File: src/design/pcpd_pkg.sv
// Constants and types shared by the sleep hold logic
package pcpd_pkg;

  // ****************************************
  // Pin counts and sleep pin positions
  // ****************************************
  localparam int DED_W        = 4;
  localparam int IO_W         = 8;
  localparam int SLEEP_PIN_A  = 2;
  localparam int SLEEP_PIN_B  = 6;

  // ****************************************
  // Timing
  // ****************************************
  localparam int CLK_PERIOD_PS  = 5000;
  localparam int IGNORE_FAST_NS = 25;
  localparam int IGNORE_SLOW_NS = 30;
  // Longest time, rounded down; the faster grade bound covers both grades
  localparam int IGNORE_CYC     = (IGNORE_FAST_NS * 1000) / CLK_PERIOD_PS;
  localparam int WAKE_US        = 1;
  // Longest time, rounded down
  localparam int WAKE_CYC       = (WAKE_US * 1000000) / CLK_PERIOD_PS;
  localparam int WAKE_CW        = 8;
  localparam logic [WAKE_CW-1:0] WAKE_LAST = WAKE_CW'(WAKE_CYC - 1);

  // ****************************************
  // Reset values
  // ****************************************
  localparam logic RST_PAD_O   = 1'h0;
  localparam logic RST_PAD_OE_N = 1'h1;
  localparam logic RST_KEEP_OE_N = 1'h1;
  localparam logic RST_ARRAY_IN = 1'h0;

  // ****************************************
  // States
  // ****************************************
  typedef enum logic [1:0] {
    PCPD_RUN,
    PCPD_SLEEP,
    PCPD_WAKE
  } pcpd_state_e;

endpackage

File: src/design/pcpd_sync.sv
// Two flip-flop synchroniser for a group of pin levels
`timescale 1ns/100ps
module pcpd_sync #(
  parameter int W = 1
) (
  input  wire logic         clk,
  input  wire logic         rst,
  input  wire logic [W-1:0] d,
  output logic      [W-1:0] q
);

  logic [W-1:0] meta_reg;

  always_ff @(posedge clk) begin
    if (rst) begin
      meta_reg <= '0;
      q        <= '0;
    end else begin
      meta_reg <= d;
      q        <= meta_reg;
    end
  end

endmodule

File: src/design/pcpd_pin_cell.sv
// One bidirectional pin with its output hold, input hold and keeper
`timescale 1ns/100ps
module pcpd_pin_cell
  import pcpd_pkg::*;
(
  input  wire logic clk,
  input  wire logic rst,
  input  wire logic freeze,
  input  wire logic is_sleep,
  input  wire logic core_out,
  input  wire logic core_oe,
  input  wire logic pin_in,
  output logic      pad_o,
  output logic      pad_oe_n,
  output logic      keep_o,
  output logic      keep_oe_n,
  output logic      array_in
);

  // ****************************************
  // Output driver, held while frozen
  // ****************************************
  always_ff @(posedge clk) begin
    if (rst) begin
      pad_o    <= RST_PAD_O;
      pad_oe_n <= RST_PAD_OE_N;
    end else if (!freeze) begin
      pad_o    <= core_out;
      pad_oe_n <= ~(core_oe & ~is_sleep);
    end
  end

  // ****************************************
  // Input to the logic array, held while frozen
  // ****************************************
  always_ff @(posedge clk) begin
    if (rst) begin
      array_in <= RST_ARRAY_IN;
    end else if (!freeze) begin
      array_in <= pin_in & ~is_sleep;
    end
  end

  // ****************************************
  // Keeper: drives the last seen level onto an undriven pin other than the sleep pin while frozen
  // ****************************************
  always_ff @(posedge clk) begin
    if (rst) begin
      keep_o    <= RST_PAD_O;
      keep_oe_n <= RST_KEEP_OE_N;
    end else if (!freeze) begin
      keep_o    <= pin_in;
      keep_oe_n <= 1'h1;
    end else begin
      keep_oe_n <= ~pad_oe_n | is_sleep;
    end
  end

endmodule

File: src/design/pcpd_top.sv
// Pin-controlled sleep hold logic: freezes state, blocks inputs, keeps pins
// ****************************************
// How it works
// - Sleep feature chosen at configuration; only then a pin acts as sleep request.
// - With the feature on, sleep is entered while the sleep pin is high.
// - Entering sleep freezes all state and output data; outputs stay valid.
// - Outputs that were high-impedance at sleep onset stay high-impedance.
// - During sleep every input except the sleep pin is ignored.
// - Input and pin hold keepers stay active in sleep so no pin but the sleep pin can float.
// - The chosen sleep pin is never an input to the logic array.
// - The sleep pin's macrocell keeps its feedback available to the design.
// - Inputs, enables and clocks become don't-care within 25 ns of sleep.
// - Everything becomes valid 203 cycles (1015 ns) after the sleep pin falls: 200 wake counts plus synchroniser and output registers.
// - Either of two bidirectional pins may be chosen as the sleep pin.
// ****************************************
`timescale 1ns/100ps
module pcpd_top
  import pcpd_pkg::*;
(
  input  wire logic             clk,
  input  wire logic             rst,
  input  wire logic             cfg_sleep_en,
  input  wire logic             cfg_sleep_sel,
  input  wire logic [DED_W-1:0] ded_in,
  input  wire logic [IO_W-1:0]  io_i,
  input  wire logic [IO_W-1:0]  core_out,
  input  wire logic [IO_W-1:0]  core_oe,
  output logic      [IO_W-1:0]  io_o,
  output logic      [IO_W-1:0]  io_oe_n,
  output logic      [IO_W-1:0]  io_keep_o,
  output logic      [IO_W-1:0]  io_keep_oe_n,
  output logic      [DED_W-1:0] ded_keep_o,
  output logic      [DED_W-1:0] ded_keep_oe_n,
  output logic      [DED_W-1:0] array_ded,
  output logic      [IO_W-1:0]  array_io,
  output logic      [IO_W-1:0]  feedback,
  output logic                  core_run,
  output logic                  asleep,
  output logic                  wake_valid
);

  // ****************************************
  // Configuration and pin synchronisers
  // ****************************************
  logic              cfg_en_reg;
  logic              cfg_sel_reg;
  logic [IO_W-1:0]   sleep_mask_reg;
  logic [IO_W-1:0]   io_sync;
  logic [DED_W-1:0]  ded_sync;
  logic              sleep_request_pin;
  pcpd_state_e       state_reg;
  pcpd_state_e       state_next;
  logic [WAKE_CW-1:0] wake_cnt_reg;
  logic [WAKE_CW-1:0] wake_cnt_next;
  logic              hold;

  // Straps are taken while reset is held and kept afterwards
  always_ff @(posedge clk) begin
    if (rst) begin
      cfg_en_reg  <= cfg_sleep_en;
      cfg_sel_reg <= cfg_sleep_sel;
    end
  end

  // Mask follows the straps during reset too, so pin cells see it at the first edge after release
  always_ff @(posedge clk) begin
    if (cfg_en_reg) begin
      sleep_mask_reg <= cfg_sel_reg ? IO_W'(1 << SLEEP_PIN_B) : IO_W'(1 << SLEEP_PIN_A);
    end else begin
      sleep_mask_reg <= '0;
    end
  end

  pcpd_sync #(
    .W (IO_W)
  ) u_io_sync (
    .clk (clk),
    .rst (rst),
    .d   (io_i),
    .q   (io_sync)
  );

  pcpd_sync #(
    .W (DED_W)
  ) u_ded_sync (
    .clk (clk),
    .rst (rst),
    .d   (ded_in),
    .q   (ded_sync)
  );

  // Sleep request seen only when the feature is configured
  assign sleep_request_pin = |(io_sync & sleep_mask_reg);

  // ****************************************
  // Sleep sequencer
  // ****************************************
  always_comb begin
    state_next    = state_reg;
    wake_cnt_next = wake_cnt_reg;
    case (state_reg)
      PCPD_RUN: begin
        if (sleep_request_pin) begin
          state_next = PCPD_SLEEP;
        end
      end
      PCPD_SLEEP: begin
        if (!sleep_request_pin) begin
          state_next    = PCPD_WAKE;
          wake_cnt_next = '0;
        end
      end
      PCPD_WAKE: begin
        if (sleep_request_pin) begin
          state_next = PCPD_SLEEP;
        end else if (wake_cnt_reg == WAKE_LAST) begin
          state_next = PCPD_RUN;
        end else begin
          wake_cnt_next = wake_cnt_reg + WAKE_CW'(1);
        end
      end
      default: begin
        state_next = PCPD_RUN;
      end
    endcase
  end

  always_ff @(posedge clk) begin
    if (rst) begin
      state_reg    <= PCPD_RUN;
      wake_cnt_reg <= '0;
    end else begin
      state_reg    <= state_next;
      wake_cnt_reg <= wake_cnt_next;
    end
  end

  // Freeze starts on the same edge the request is seen and lasts until wake ends
  assign hold = (state_next != PCPD_RUN);

  always_ff @(posedge clk) begin
    if (rst) begin
      core_run   <= 1'h1;
      asleep     <= 1'h0;
      wake_valid <= 1'h0;
    end else begin
      core_run   <= ~hold;
      asleep     <= (state_next == PCPD_SLEEP);
      wake_valid <= (state_reg == PCPD_WAKE) && (state_next == PCPD_RUN);
    end
  end

  // ****************************************
  // Pins
  // ****************************************
  for (genvar i = 0; i < IO_W; i++) begin : g_pin
    pcpd_pin_cell u_cell (
      .clk       (clk),
      .rst       (rst),
      .freeze    (hold),
      .is_sleep  (sleep_mask_reg[i]),
      .core_out  (core_out[i]),
      .core_oe   (core_oe[i]),
      .pin_in    (io_sync[i]),
      .pad_o     (io_o[i]),
      .pad_oe_n  (io_oe_n[i]),
      .keep_o    (io_keep_o[i]),
      .keep_oe_n (io_keep_oe_n[i]),
      .array_in  (array_io[i])
    );
  end

  // ****************************************
  // Dedicated inputs and their keepers
  // ****************************************
  always_ff @(posedge clk) begin
    if (rst) begin
      array_ded <= '0;
    end else if (!hold) begin
      array_ded <= ded_sync;
    end
  end

  always_ff @(posedge clk) begin
    if (rst) begin
      ded_keep_o    <= '0;
      ded_keep_oe_n <= '1;
    end else if (!hold) begin
      ded_keep_o    <= ded_sync;
      ded_keep_oe_n <= '1;
    end else begin
      ded_keep_oe_n <= '0;
    end
  end

  // Buried feedback of every macrocell, the sleep pin's included
  always_ff @(posedge clk) begin
    if (rst) begin
      feedback <= '0;
    end else if (!hold) begin
      feedback <= core_out;
    end
  end

  // ****************************************
  // Assertions
  // ****************************************
  localparam int A_IGN = IGNORE_CYC;
  localparam int A_WAKE = WAKE_CYC + 1;
endmodule

File: config.mk
export PLATFORM = sky130hd
export DESIGN_NAME = pcpd_top
export DESIGN_NICKNAME = d
export VERILOG_FILES = /design/src/design/pcpd_pkg.sv /design/src/design/pcpd_sync.sv /design/src/design/pcpd_pin_cell.sv /design/src/design/pcpd_top.sv
export SDC_FILE = /design/constraint.sdc
export NUM_CORES = 1
export LEC_CHECK = 0
export BUFFER_PORTS_ARGS = -buffer_cell sky130_fd_sc_hd__buf_4
export CORE_ASPECT_RATIO = 1.2
export CORE_MARGIN = 5
export CORE_UTILIZATION = 45
export DETAILED_ROUTE_END_ITERATION = 6
export PLACE_DENSITY = 0.75
export RECOVER_POWER = 50
export SYNTH_ARGS = -nofsm -noshare
export SYNTH_HDL_FRONTEND = slang
export SYNTH_SLANG_ARGS = --single-unit
File: constraint.sdc
create_clock -name clk -period 1.6 [get_ports clk]
set_input_delay 0 -clock clk [delete_from_list [all_inputs] [get_ports clk]]
set_output_delay 0 -clock clk [all_outputs]
set_load 0.005 [all_outputs]
==> results of run 1 <==
==> stage by stage <==
step                      total power [uW]  setup slack (ns)  instances  instance area, um2
after CTS                             4240           0.00195        455                4010
after detailed placement              2540           -0.0536        406                3460
after global routing                  4380           -0.0309        460                4100
after floorplan                       2410            0.0109        280                3030
after global placement                2530           0.00852        406                3460
final                                 4220            0.0602        460                4100
==> worst min-delay path: stages <==
cell and delay [ns]:
dlygate4sd3_1 0.53, buf_4 0.10, a2bb2oi_1 0.04
==> final cells by class <==
type / count / area share, %
clock buffer: 9 / 3.02
clock inverter: 7 / 2.47
inverter: 5 / 0.519
multi-input combinational: 130 / 23.5
sequential: 79 / 39.2
tap: 85 / 2.59
timing repair buffer: 145 / 28.7
==> kinds of logic (layout without fill, tap and decap cells) <==
family / after synthesis / after routing
AOI/OAI and AO/OA: 54 / 54
muxes: 5 / 5
and+or+nand+nor: 70 / 70
DFF: 79 / 79
buffers and inverters: 71 / 166
adders and majority gates: 1 / 1
==> metal layers <==
layer,track usage [%],vias up,routed length (um)
li1,-,1089,-
met3,3.28,12,367
met5,0,-,0
met4,8.04,0,133
met2,26.3,70,3260
met1,15.5,1026,2490
==> power groups by stage <==
stage | clock network (uW) | registers [uW] | logic, uW
after global placement | 0 | 2160 | 365
after CTS | 1680 | 2120 | 433
after floorplan | 0 | 2150 | 262
after detailed placement | 0 | 2170 | 372
after global routing | 1750 | 2140 | 488
final | 1650 | 2120 | 447
==> path summary, 6_finish.rpt <==
| kind | to | slack, ns | cells after the start |
|---|---|---|---|
| hold reg to reg | g_pin[1].u_cell.keep_oe_n | 0.41 | 1 |
| setup reg to reg | feedback[3] | 0.06 | 5 |
| hold / removal | g_pin[1].u_cell.pad_oe_n | 0.36 | 3 |
| setup / recovery | feedback[3] | 0.06 | 5 |
==> cell usage in the layout, fill, tap and decap left out, drive strengths merged, types with 3 or more instances in the layout <==
cell type / n
dfxtp: 77
a21oi: 10
mux2i: 5
buf: 62
nand2: 15
a211oi: 3
and4: 3
dlygate4sd3: 31
nand2b: 8
clkbuf: 61
a22o: 21
inv: 8
o21ai: 6
nor2b: 27
a2bb2oi: 6
nand3: 7
==> repair_timing <==
item	CTS	global route
buffers inserted	2	4
pin swaps	1	2
hold buffers	31	0
endpoints found under the setup margin	28	36
endpoints found under the hold margin	35	0
cloned	0	1
resized for setup	2	20
==> qor.yml, run 1 <==
yosys:
  synthMuxAreaShare_pct: 1.65
  synth_ff_type: "dfxtp_1"
  yosysTopAreaCellShare_pct: 50.9
  ys_seq_elements: 79
  ys_top_cells_by_count: "77 x dfxtp_1, 56 x buf_4, 27 x nor2b_1, 21 x a22o_1, 15 x nand2_1"
  yosysSeqAreaShare_pct: 52.8
  syn_inst: 280
  synthSimpleGateAreaFrac_pct: 13.8
  yosysUniqueCellTypes: 39
  yosys.area.top_type: "dfxtp_1"
  synth_adder_area_share_pct: 0.413
  yosys_warnings: 0
  yosysMostFrequentCell: "dfxtp_1"
  syn-cell-area_um2: 3030
  synth_edf_count: 2
  synth-xor-area-share_pct: 0
  syn_avg_cell_area_um2: 10.8
  synth-compound-area-share_pct: 14.3
  async_reset_ff_share_pct: 0
  synth_top_family_by_area: "buffers and inverters"
  synth_area_leaders: "dfxtp_1 51%, buf_4 14%, a22o_1 6.1%, nor2b_1 5.6%, edfxtp_1 2.0%"
  synthesis.nets: 313
power_and_ir_drop:
  p_per_area_nw_per_um2: 1030
  p_comb_share_pct: 10.6
  seqPwrFrac_pct: 50.3
  p_leak_uw: 0.00178
  p_int_uw: 3250
  switching_share_pct: 23.1
  net-switching-power_uw: 975
  clockPowerShare_pct: 39.2
  ir_drop_v: 0.000501
clock_network:
  clk_latency_ns: 0.35
  cts_made_buffers: 9
  clk_pin_slew_ns: 0.09
  h-tree-depth: 3
  cts_tree: "built"
  clk_path_buf_depth: 2
  cts-root-buf: "clkbuf_8"
  clock-sinks: 79
routing:
  drc: 0
  routed_via_density: 4.78
  wl_per_cell_um: 13.6
  wl_um: 6250
  drt_iter0_markers: 69
  firstDrtPassIters: 4
  ant_nets: 0
  vias: 2197
floorplanning:
  dieArea_um2: 8480
  start_util_pct: 46.7
  fp-row-count: 32
  ios: 95
  die_w_um: 84.9
  die_h_um: 99.9
  design.core.area_um2: 6490
global_route:
  grt_max_degree: 32
  grt_pass1_vias: 2076
  grt.total_usage_pct: 14.5
  grt_pass1_wl_um: 9740
  antenna_found_initial: 0
  grt-ovfl-total: 0
timing:
  tns_ns: 0
  hold_viol_final: 0
  worstMarginPinSlew_ns: 0.511
  final.min_clock_period_ns: 1.54
  slew_viol_final: 0
  min_period_over_period_pct: 96.2
  skew_ns: 0.0108
  rsz0062_at_grt: "yes"
  clock.fmax_mhz: 649
  finalSetupViolations: 0
  whs_ns: 0.358
  relSlewSlack_pct: 65.9
worst_setup_path:
  crit_arrival_ns: 1.79
  path_buf_inv: 1
  endpoint_kind: "flop"
  path_max_fanout: 31
  cp_data_required_time_ns: 1.85
  cp-start-kind: "flop"
  r2r-start: "wake_cnt_reg[6]"
  critical_path.cell_chain: "or3b_4, o21ai_4, a21oi_2, buf_12, a22o_1"
  startpoint: "wake_cnt_reg[6]"
  path_class: "reg2reg"
  cp_slowest_stage_delay_ns: 0.43
  slowest_stage: "or3b_4"
  crit_family: "compound AO/OA/AOI/OAI gates"
outcome:
  status: "complete, no violations"
place:
  gp_congestion: 0.881
  dp_hpwl_um: 4200
  io_buffers: 94
cells_and_area:
  multi_input_area_um2: 962
  diodes: 0
  nFillCells: 526
  nets: 403
  ff_latch_area_um2: 1610
  fin_util_pct: 63.2
  final_layout_size_suffix_gt1_share_pct: 38.7
  syn_to_final_growth_pct: 35.3
worst_hold_path:
  hold_start: "core_oe[1]"
  min_path_type: "in2reg"
run:
  max_cap_viol_count: 0
(Power assumes the default switching activity.)
==> run 2, diff against run 1 <==
Settings changed: CORE_UTILIZATION 45 to 54, PLACE_DENSITY 0.75 to 0.84.
Clock period 1.6 ns to 1.9 ns, I/O delays scaled along.
==> qor.yml, run 2 (synthesized netlist as in run 1, its figures left out) <==
cells_and_area:
  nFillCells: 390  # -26%
  diodes: 0  # unchanged
  stdcell_count: 430  # -6.5%
  layout_commonest_cell: "dfxtp_1"
  final_cell_mix: "76 x dfxtp_1, 51 x clkbuf_4, 48 x buf_4, 29 x dlygate4sd3_1, 27 x nor2b_1"
  final_layout_size_suffix_gt1_share_pct: 35.0  # -3.7 points
  syn_to_final_growth_pct: 31.5
  nets: 394  # -2.2%
  fin_util_pct: 71.7  # +8.5 points
worst_hold_path:
  min_path_type: "in2reg"
  hold_end: "g_pin[2].u_cell.pad_oe_n"
  holdPathStages: 3  # unchanged
  hold_start: "core_oe[2]"
worst_setup_path:
  worst_r2r_endpoint: "g_pin[5].u_cell.pad_oe_n"
  cp-start-kind: "flop"
  path_buf_inv: 3  # +2
  cp_data_required_time_ns: 2.16  # +0.31 ns
  reg2reg_slack_ns: 0.17  # +0.11 ns
  ff2ff_path_depth: 8  # +3
  critical_path.cell_chain: "ha_1, buf_4, nand4b_1, o21ai_4, a21oi_2, buf_12, inv_2, a2bb2oi_1"
  cp_slowest_stage_delay_ns: 0.36  # -0.07 ns
  endpoint_kind: "flop"
  crit_family: "compound AO/OA/AOI/OAI gates"
  crit_arrival_ns: 2.00  # +0.21 ns
  r2r-start: "wake_cnt_reg[1]"
  slowest_stage: "dfxtp_2"
  path_max_fanout: 31  # unchanged
  path_class: "reg2reg"
routing:
  firstDrtPassIters: 4  # unchanged
  ant_nets: 0  # unchanged
  wl_um: 6300  # +0.78%
  routed_via_density: 5.03  # +5.3%
  drc: 0  # unchanged
  drt_iter0_markers: 100  # +45%
  vias: 2163  # -1.5%
  wl_per_cell_um: 14.7  # +7.8%
floorplanning:
  fp-row-count: 30  # -6.3%
  ios: 95  # unchanged
  dieArea_um2: 7220  # -15%
  die_w_um: 78.4  # -7.7%
  start_util_pct: 54.5  # +7.8 points
  die_h_um: 92.1  # -7.8%
  design.core.area_um2: 5560  # -14%
timing:
  relSlewSlack_pct: 60.0  # -5.9 points
  hold_viol_final: 0  # unchanged
  worstMarginPinSlew_ns: 0.598  # +0.0867 ns
  clock.fmax_mhz: 577  # -11%
  skew_ns: 0.00733  # -0.00350 ns
  whs_ns: 0.0270  # -0.331 ns
  slew_viol_final: 0  # unchanged
  finalSetupViolations: 0  # unchanged
  tns_ns: 0  # unchanged
  rsz0062_at_grt: "no"
  min_period_over_period_pct: 91.2  # -5.0 points
  final.min_clock_period_ns: 1.73  # +0.193 ns
outcome:
  status: "complete, no violations"
global_route:
  antenna_found_initial: 0  # unchanged
  grt_pass1_wl_um: 10100  # +3.4%
  grt.total_usage_pct: 17.4  # +2.8 points
  grt_max_degree: 38  # +19%
  grt_pass1_vias: 2093  # +0.82%
  grt-ovfl-total: 0  # unchanged
clock_network:
  clk_pin_slew_ns: 0.08  # about the same
  h-tree-depth: 3  # unchanged
  cts_tree: "built"
  cts_made_buffers: 9  # unchanged
  clock-sinks: 79  # unchanged
  cts-root-buf: "clkbuf_8"
  clk_latency_ns: 0.34  # about the same
  clk_path_buf_depth: 2  # unchanged
power_and_ir_drop:
  p_per_area_nw_per_um2: 915  # -11%
  p_leak_uw: 0.00171  # -3.9%
  ir_drop_v: 0.000535  # +6.9%
place:
  dp_hpwl_um: 4140  # -1.6%
  io_buffers: 94  # unchanged
  placed_cells: 382  # -5.9%
  gp_congestion: 0.893  # +1.4%
run:
  max_cap_viol_count: 0  # unchanged
-- run 2: worst register-to-register path: cells and delay by family (launching register included) --
kind | cells | cell delay [ns]
flops | 1 | 0.36
compound gates | 3 | 0.47
buf+inv | 3 | 0.46
simple gates | 1 | 0.21
fa+ha+maj | 1 | 0.17
-- run 2: worst max path at each step --
stage	from	end	slack (ns)	depth (start not counted)
5_1_grt	wake_cnt_reg[1]	g_pin[5].u_cell.pad_oe_n	0.03	8
2_1_floorplan	wake_cnt_reg[0]	g_pin[0].u_cell.pad_oe_n	0.29	6
4_1_cts	wake_cnt_reg[1]	g_pin[2].u_cell.array_in	0.09	5
6_report	wake_cnt_reg[1]	g_pin[5].u_cell.pad_oe_n	0.17	8
3_3_place_gp	wake_cnt_reg[1]	g_pin[6].u_cell.array_in	-0.10	5
3_5_place_dp	wake_cnt_reg[1]	g_pin[2].u_cell.array_in	-0.21	5
-- run 2: layer usage --
| layer | GRT usage [%] | part of all wire [%] |
|---|---|---|
| met5 | 0 | 0 |
| met4 | 7.73 | 1.6 |
| met3 | 3.34 | 5.8 |
| met2 | 30.6 | 53 |
| met1 | 20.2 | 40 |
-- run 2: per-stage QoR --
stage	cell area, um2	power (uW)	worst slack [ns]
4_1_cts	3970	3680	0.0937
6_report	3990	3650	0.167
2_1_floorplan	3030	2030	0.288
5_1_grt	3990	3790	0.0283
3_3_place_gp	3410	2120	-0.104
3_5_place_dp	3410	2130	-0.206
-- run 2: repair_timing --
item                       CTS  global route
setup endpoints to repair   28            15
pin swaps                    1             2
gates cloned                 1             0
hold buffers                29             0
setup buffers                0             2
resized for setup            2             2
hold endpoints to repair    29             0
-- run 2: layout make-up --
class / count / area (um2) / share of cell area [%]
timing repair buffer: 135 / 1090 / 27.4
clock inverter: 6 / 115 / 2.89
sequential: 79 / 1600 / 40.2
inverter: 5 / 18.8 / 0.471
clock buffer: 10 / 138 / 3.45
tap: 64 / 80.1 / 2.01
multi-input combinational: 131 / 938 / 23.5
-- run 2: where the power goes --
part	internal (uW)	switching, uW	leakage (uW)
logic	220	139	0.000936
registers	1740	45.9	0.000653
clock network	915	586	0.000123
==> run 3, diff against run 2 <==
Settings changed: CORE_UTILIZATION 54 to 50, PLACE_DENSITY 0.84 to 0.78.
Clock period 1.9 ns to 1.7 ns, I/O delays scaled along.
==> qor.yml, run 3 (synthesized netlist as in run 1, its figures left out) <==
worst_setup_path:
  path_class: "reg2reg"
  critical_path.cell_chain: "buf_6, or3b_4, o21ai_4, a21oi_4, buf_12, a22o_1"
  cp_data_required_time_ns: 1.93  # -0.23 ns
  crit_arrival_ns: 1.91  # -0.09 ns
  cp_slowest_stage_delay_ns: 0.42  # +0.06 ns
  path_max_fanout: 16  # -48%
  slowest_stage: "or3b_4"
  endpoint_kind: "flop"
  cp-start-kind: "flop"
routing:
  wl_per_cell_um: 14.5  # -1.0%
  vias: 2238  # +3.5%
  ant_nets: 0  # unchanged
  routed_via_density: 4.81  # -4.3%
  firstDrtPassIters: 4  # unchanged
  wl_um: 6740  # +7.0%
  drt_iter0_markers: 126  # +26%
  drc: 0  # unchanged
power_and_ir_drop:
  clockPowerShare_pct: 38.6  # -2.6 points
  p_leak_uw: 0.00178  # +4.1%
  p_int_uw: 3050  # +6.1%
  switching_share_pct: 22.9  # +1.8 points
  seqPwrFrac_pct: 50.4  # +1.4 points
  p_per_area_nw_per_um2: 955  # +4.4%
  net-switching-power_uw: 908  # +18%
  p_comb_share_pct: 11.0  # +1.2 points
  ir_drop_v: 0.000622  # +16%
timing:
  hold_viol_final: 0  # unchanged
  finalSetupViolations: 0  # unchanged
  relSlewSlack_pct: 60.5  # +0.52 points
  skew_ns: 0.0108  # +0.00349 ns
  clock.fmax_mhz: 594  # +3.0%
  slew_viol_final: 0  # unchanged
  whs_ns: 0.0370  # +0.00999 ns
  worstMarginPinSlew_ns: 0.588  # -0.00979 ns
  final.min_clock_period_ns: 1.68  # -0.0503 ns
  min_period_over_period_pct: 99.0  # +7.8 points
clock_network:
  clk_path_buf_depth: 2  # unchanged
  clk_pin_slew_ns: 0.08  # about the same
  cts_made_buffers: 9  # unchanged
  cts_tree: "built"
  clock-sinks: 79  # unchanged
  h-tree-depth: 3  # unchanged
  cts-root-buf: "clkbuf_8"
  clk_latency_ns: 0.34  # about the same
cells_and_area:
  nets: 411  # +4.3%
  syn_to_final_growth_pct: 36.8
  stdcell_area_um2: 4150  # +4.0%
  multi_input_area_um2: 967  # +3.1%
  nFillCells: 466  # +19%
  diodes: 0  # unchanged
  final_cell_mix: "74 x dfxtp_1, 56 x clkbuf_4, 52 x buf_4, 29 x dlygate4sd3_1, 27 x nor2b_1"
  layout_commonest_cell: "dfxtp_1"
  final_layout_size_suffix_gt1_share_pct: 37.9  # +2.9 points
  ff_latch_area_um2: 1610  # +0.16%
floorplanning:
  dieArea_um2: 7720  # +7.0%
  ios: 95  # unchanged
  die_h_um: 95.3  # +3.5%
  design.core.area_um2: 5970  # +7.5%
  fp-row-count: 31  # +3.3%
  die_w_um: 81.1  # +3.4%
  start_util_pct: 50.7  # -3.8 points
place:
  io_buffers: 94  # unchanged
  placed_area_um2: 3500  # +2.6%
  dp_hpwl_um: 4230  # +2.3%
  gp_congestion: 0.899  # +0.67%
global_route:
  grt_pass1_wl_um: 9890  # -1.7%
  grt_pass1_vias: 2187  # +4.5%
  antenna_found_initial: 0  # unchanged
  grt.total_usage_pct: 16.7  # -0.63 points
  grt-ovfl-total: 0  # unchanged
  grt_max_degree: 32  # -16%
outcome:
  status: "complete, no violations"
worst_hold_path:
  min_path_type: "in2reg"
run:
  max_cap_viol_count: 0  # unchanged
run 3: changes by cell type in the layout (fill, tap and decap cells not counted), moves of 2 or more:
cell and delta:
clkbuf_1 +5, clkbuf_4 +5, buf_4 +4, a21oi_2 -2, a21oi_4 +2, buf_6 +2
dfxtp_1 -2, dfxtp_2 +2, inv_6 +2
run 3: through the flow:
stage / cells / total power (uW) / TNS, ns / util [%] / setup slack [ns]
floorplan: 280 / 2270 / 0 / - / 0.0883
global placement: 409 / 2380 / -8.10 / 58.6 / -0.322
detailed placement: 409 / 2390 / -8.89 / 58.6 / -0.348
CTS: 461 / 3980 / 0 / 68.6 / 0.0217
global route: 465 / 4110 / -0.198 / 69.4 / -0.0159
finish: 465 / 3960 / 0 / 69.4 / 0.0177
run 3: power by group through the flow:
stage / combinational, uW / sequential [uW] / clock (uW)
3_5_place_dp: 349 / 2040 / 0
2_1_floorplan: 246 / 2020 / 0
4_1_cts: 436 / 1990 / 1550
3_3_place_gp: 342 / 2030 / 0
5_1_grt: 470 / 2000 / 1630
6_report: 436 / 1990 / 1530
run 3: final cells by class:
cell class                      instances  share of cell area [%]
Sequential cell                        79                    38.7
Timing Repair Buffer                  152                    29.6
Inverter                                5                   0.573
Tap cell                               82                    2.48
Multi-Input combinational cell        131                    23.3
Clock inverter                          6                    2.20
Clock buffer                           10                    3.08
run 3: final timing paths:
path | from | endpoint | slack, ns | cells past startpoint
max | wake_cnt_reg[4] | ded_keep_o[0] | 0.02 | 6
min | core_oe[2] | g_pin[2].u_cell.pad_oe_n | 0.04 | 3
max reg2reg | wake_cnt_reg[4] | ded_keep_o[0] | 0.02 | 6
min reg2reg | g_pin[7].u_cell.pad_oe_n | g_pin[7].u_cell.keep_oe_n | 0.40 | 1
run 3: metal layers:
layer  routed length [um]  track usage (%)  vias to the layer above
met5                    0                0                        -
met4                  155             10.1                        0
met3                  388             3.31                       12
met2                 3490             28.8                       74
met1                 2710             18.9                     1042
li1                     -                -                     1110
run 3: timing repair:
item	4_1_cts	5_1_grt
buffers inserted	6	3
hold endpoints to repair	33	0
pin swaps	3	6
resized for setup	4	11
hold buffers	29	0
gates cloned	1	1
endpoints found under the setup margin	31	35
run 3: worst max-delay path, delay by kind of cell, from the launching register on:
kind,cells,cell delay [ns]
compound gates,3,0.53
simple gates,1,0.42
flops,1,0.34
buf+inv,2,0.29
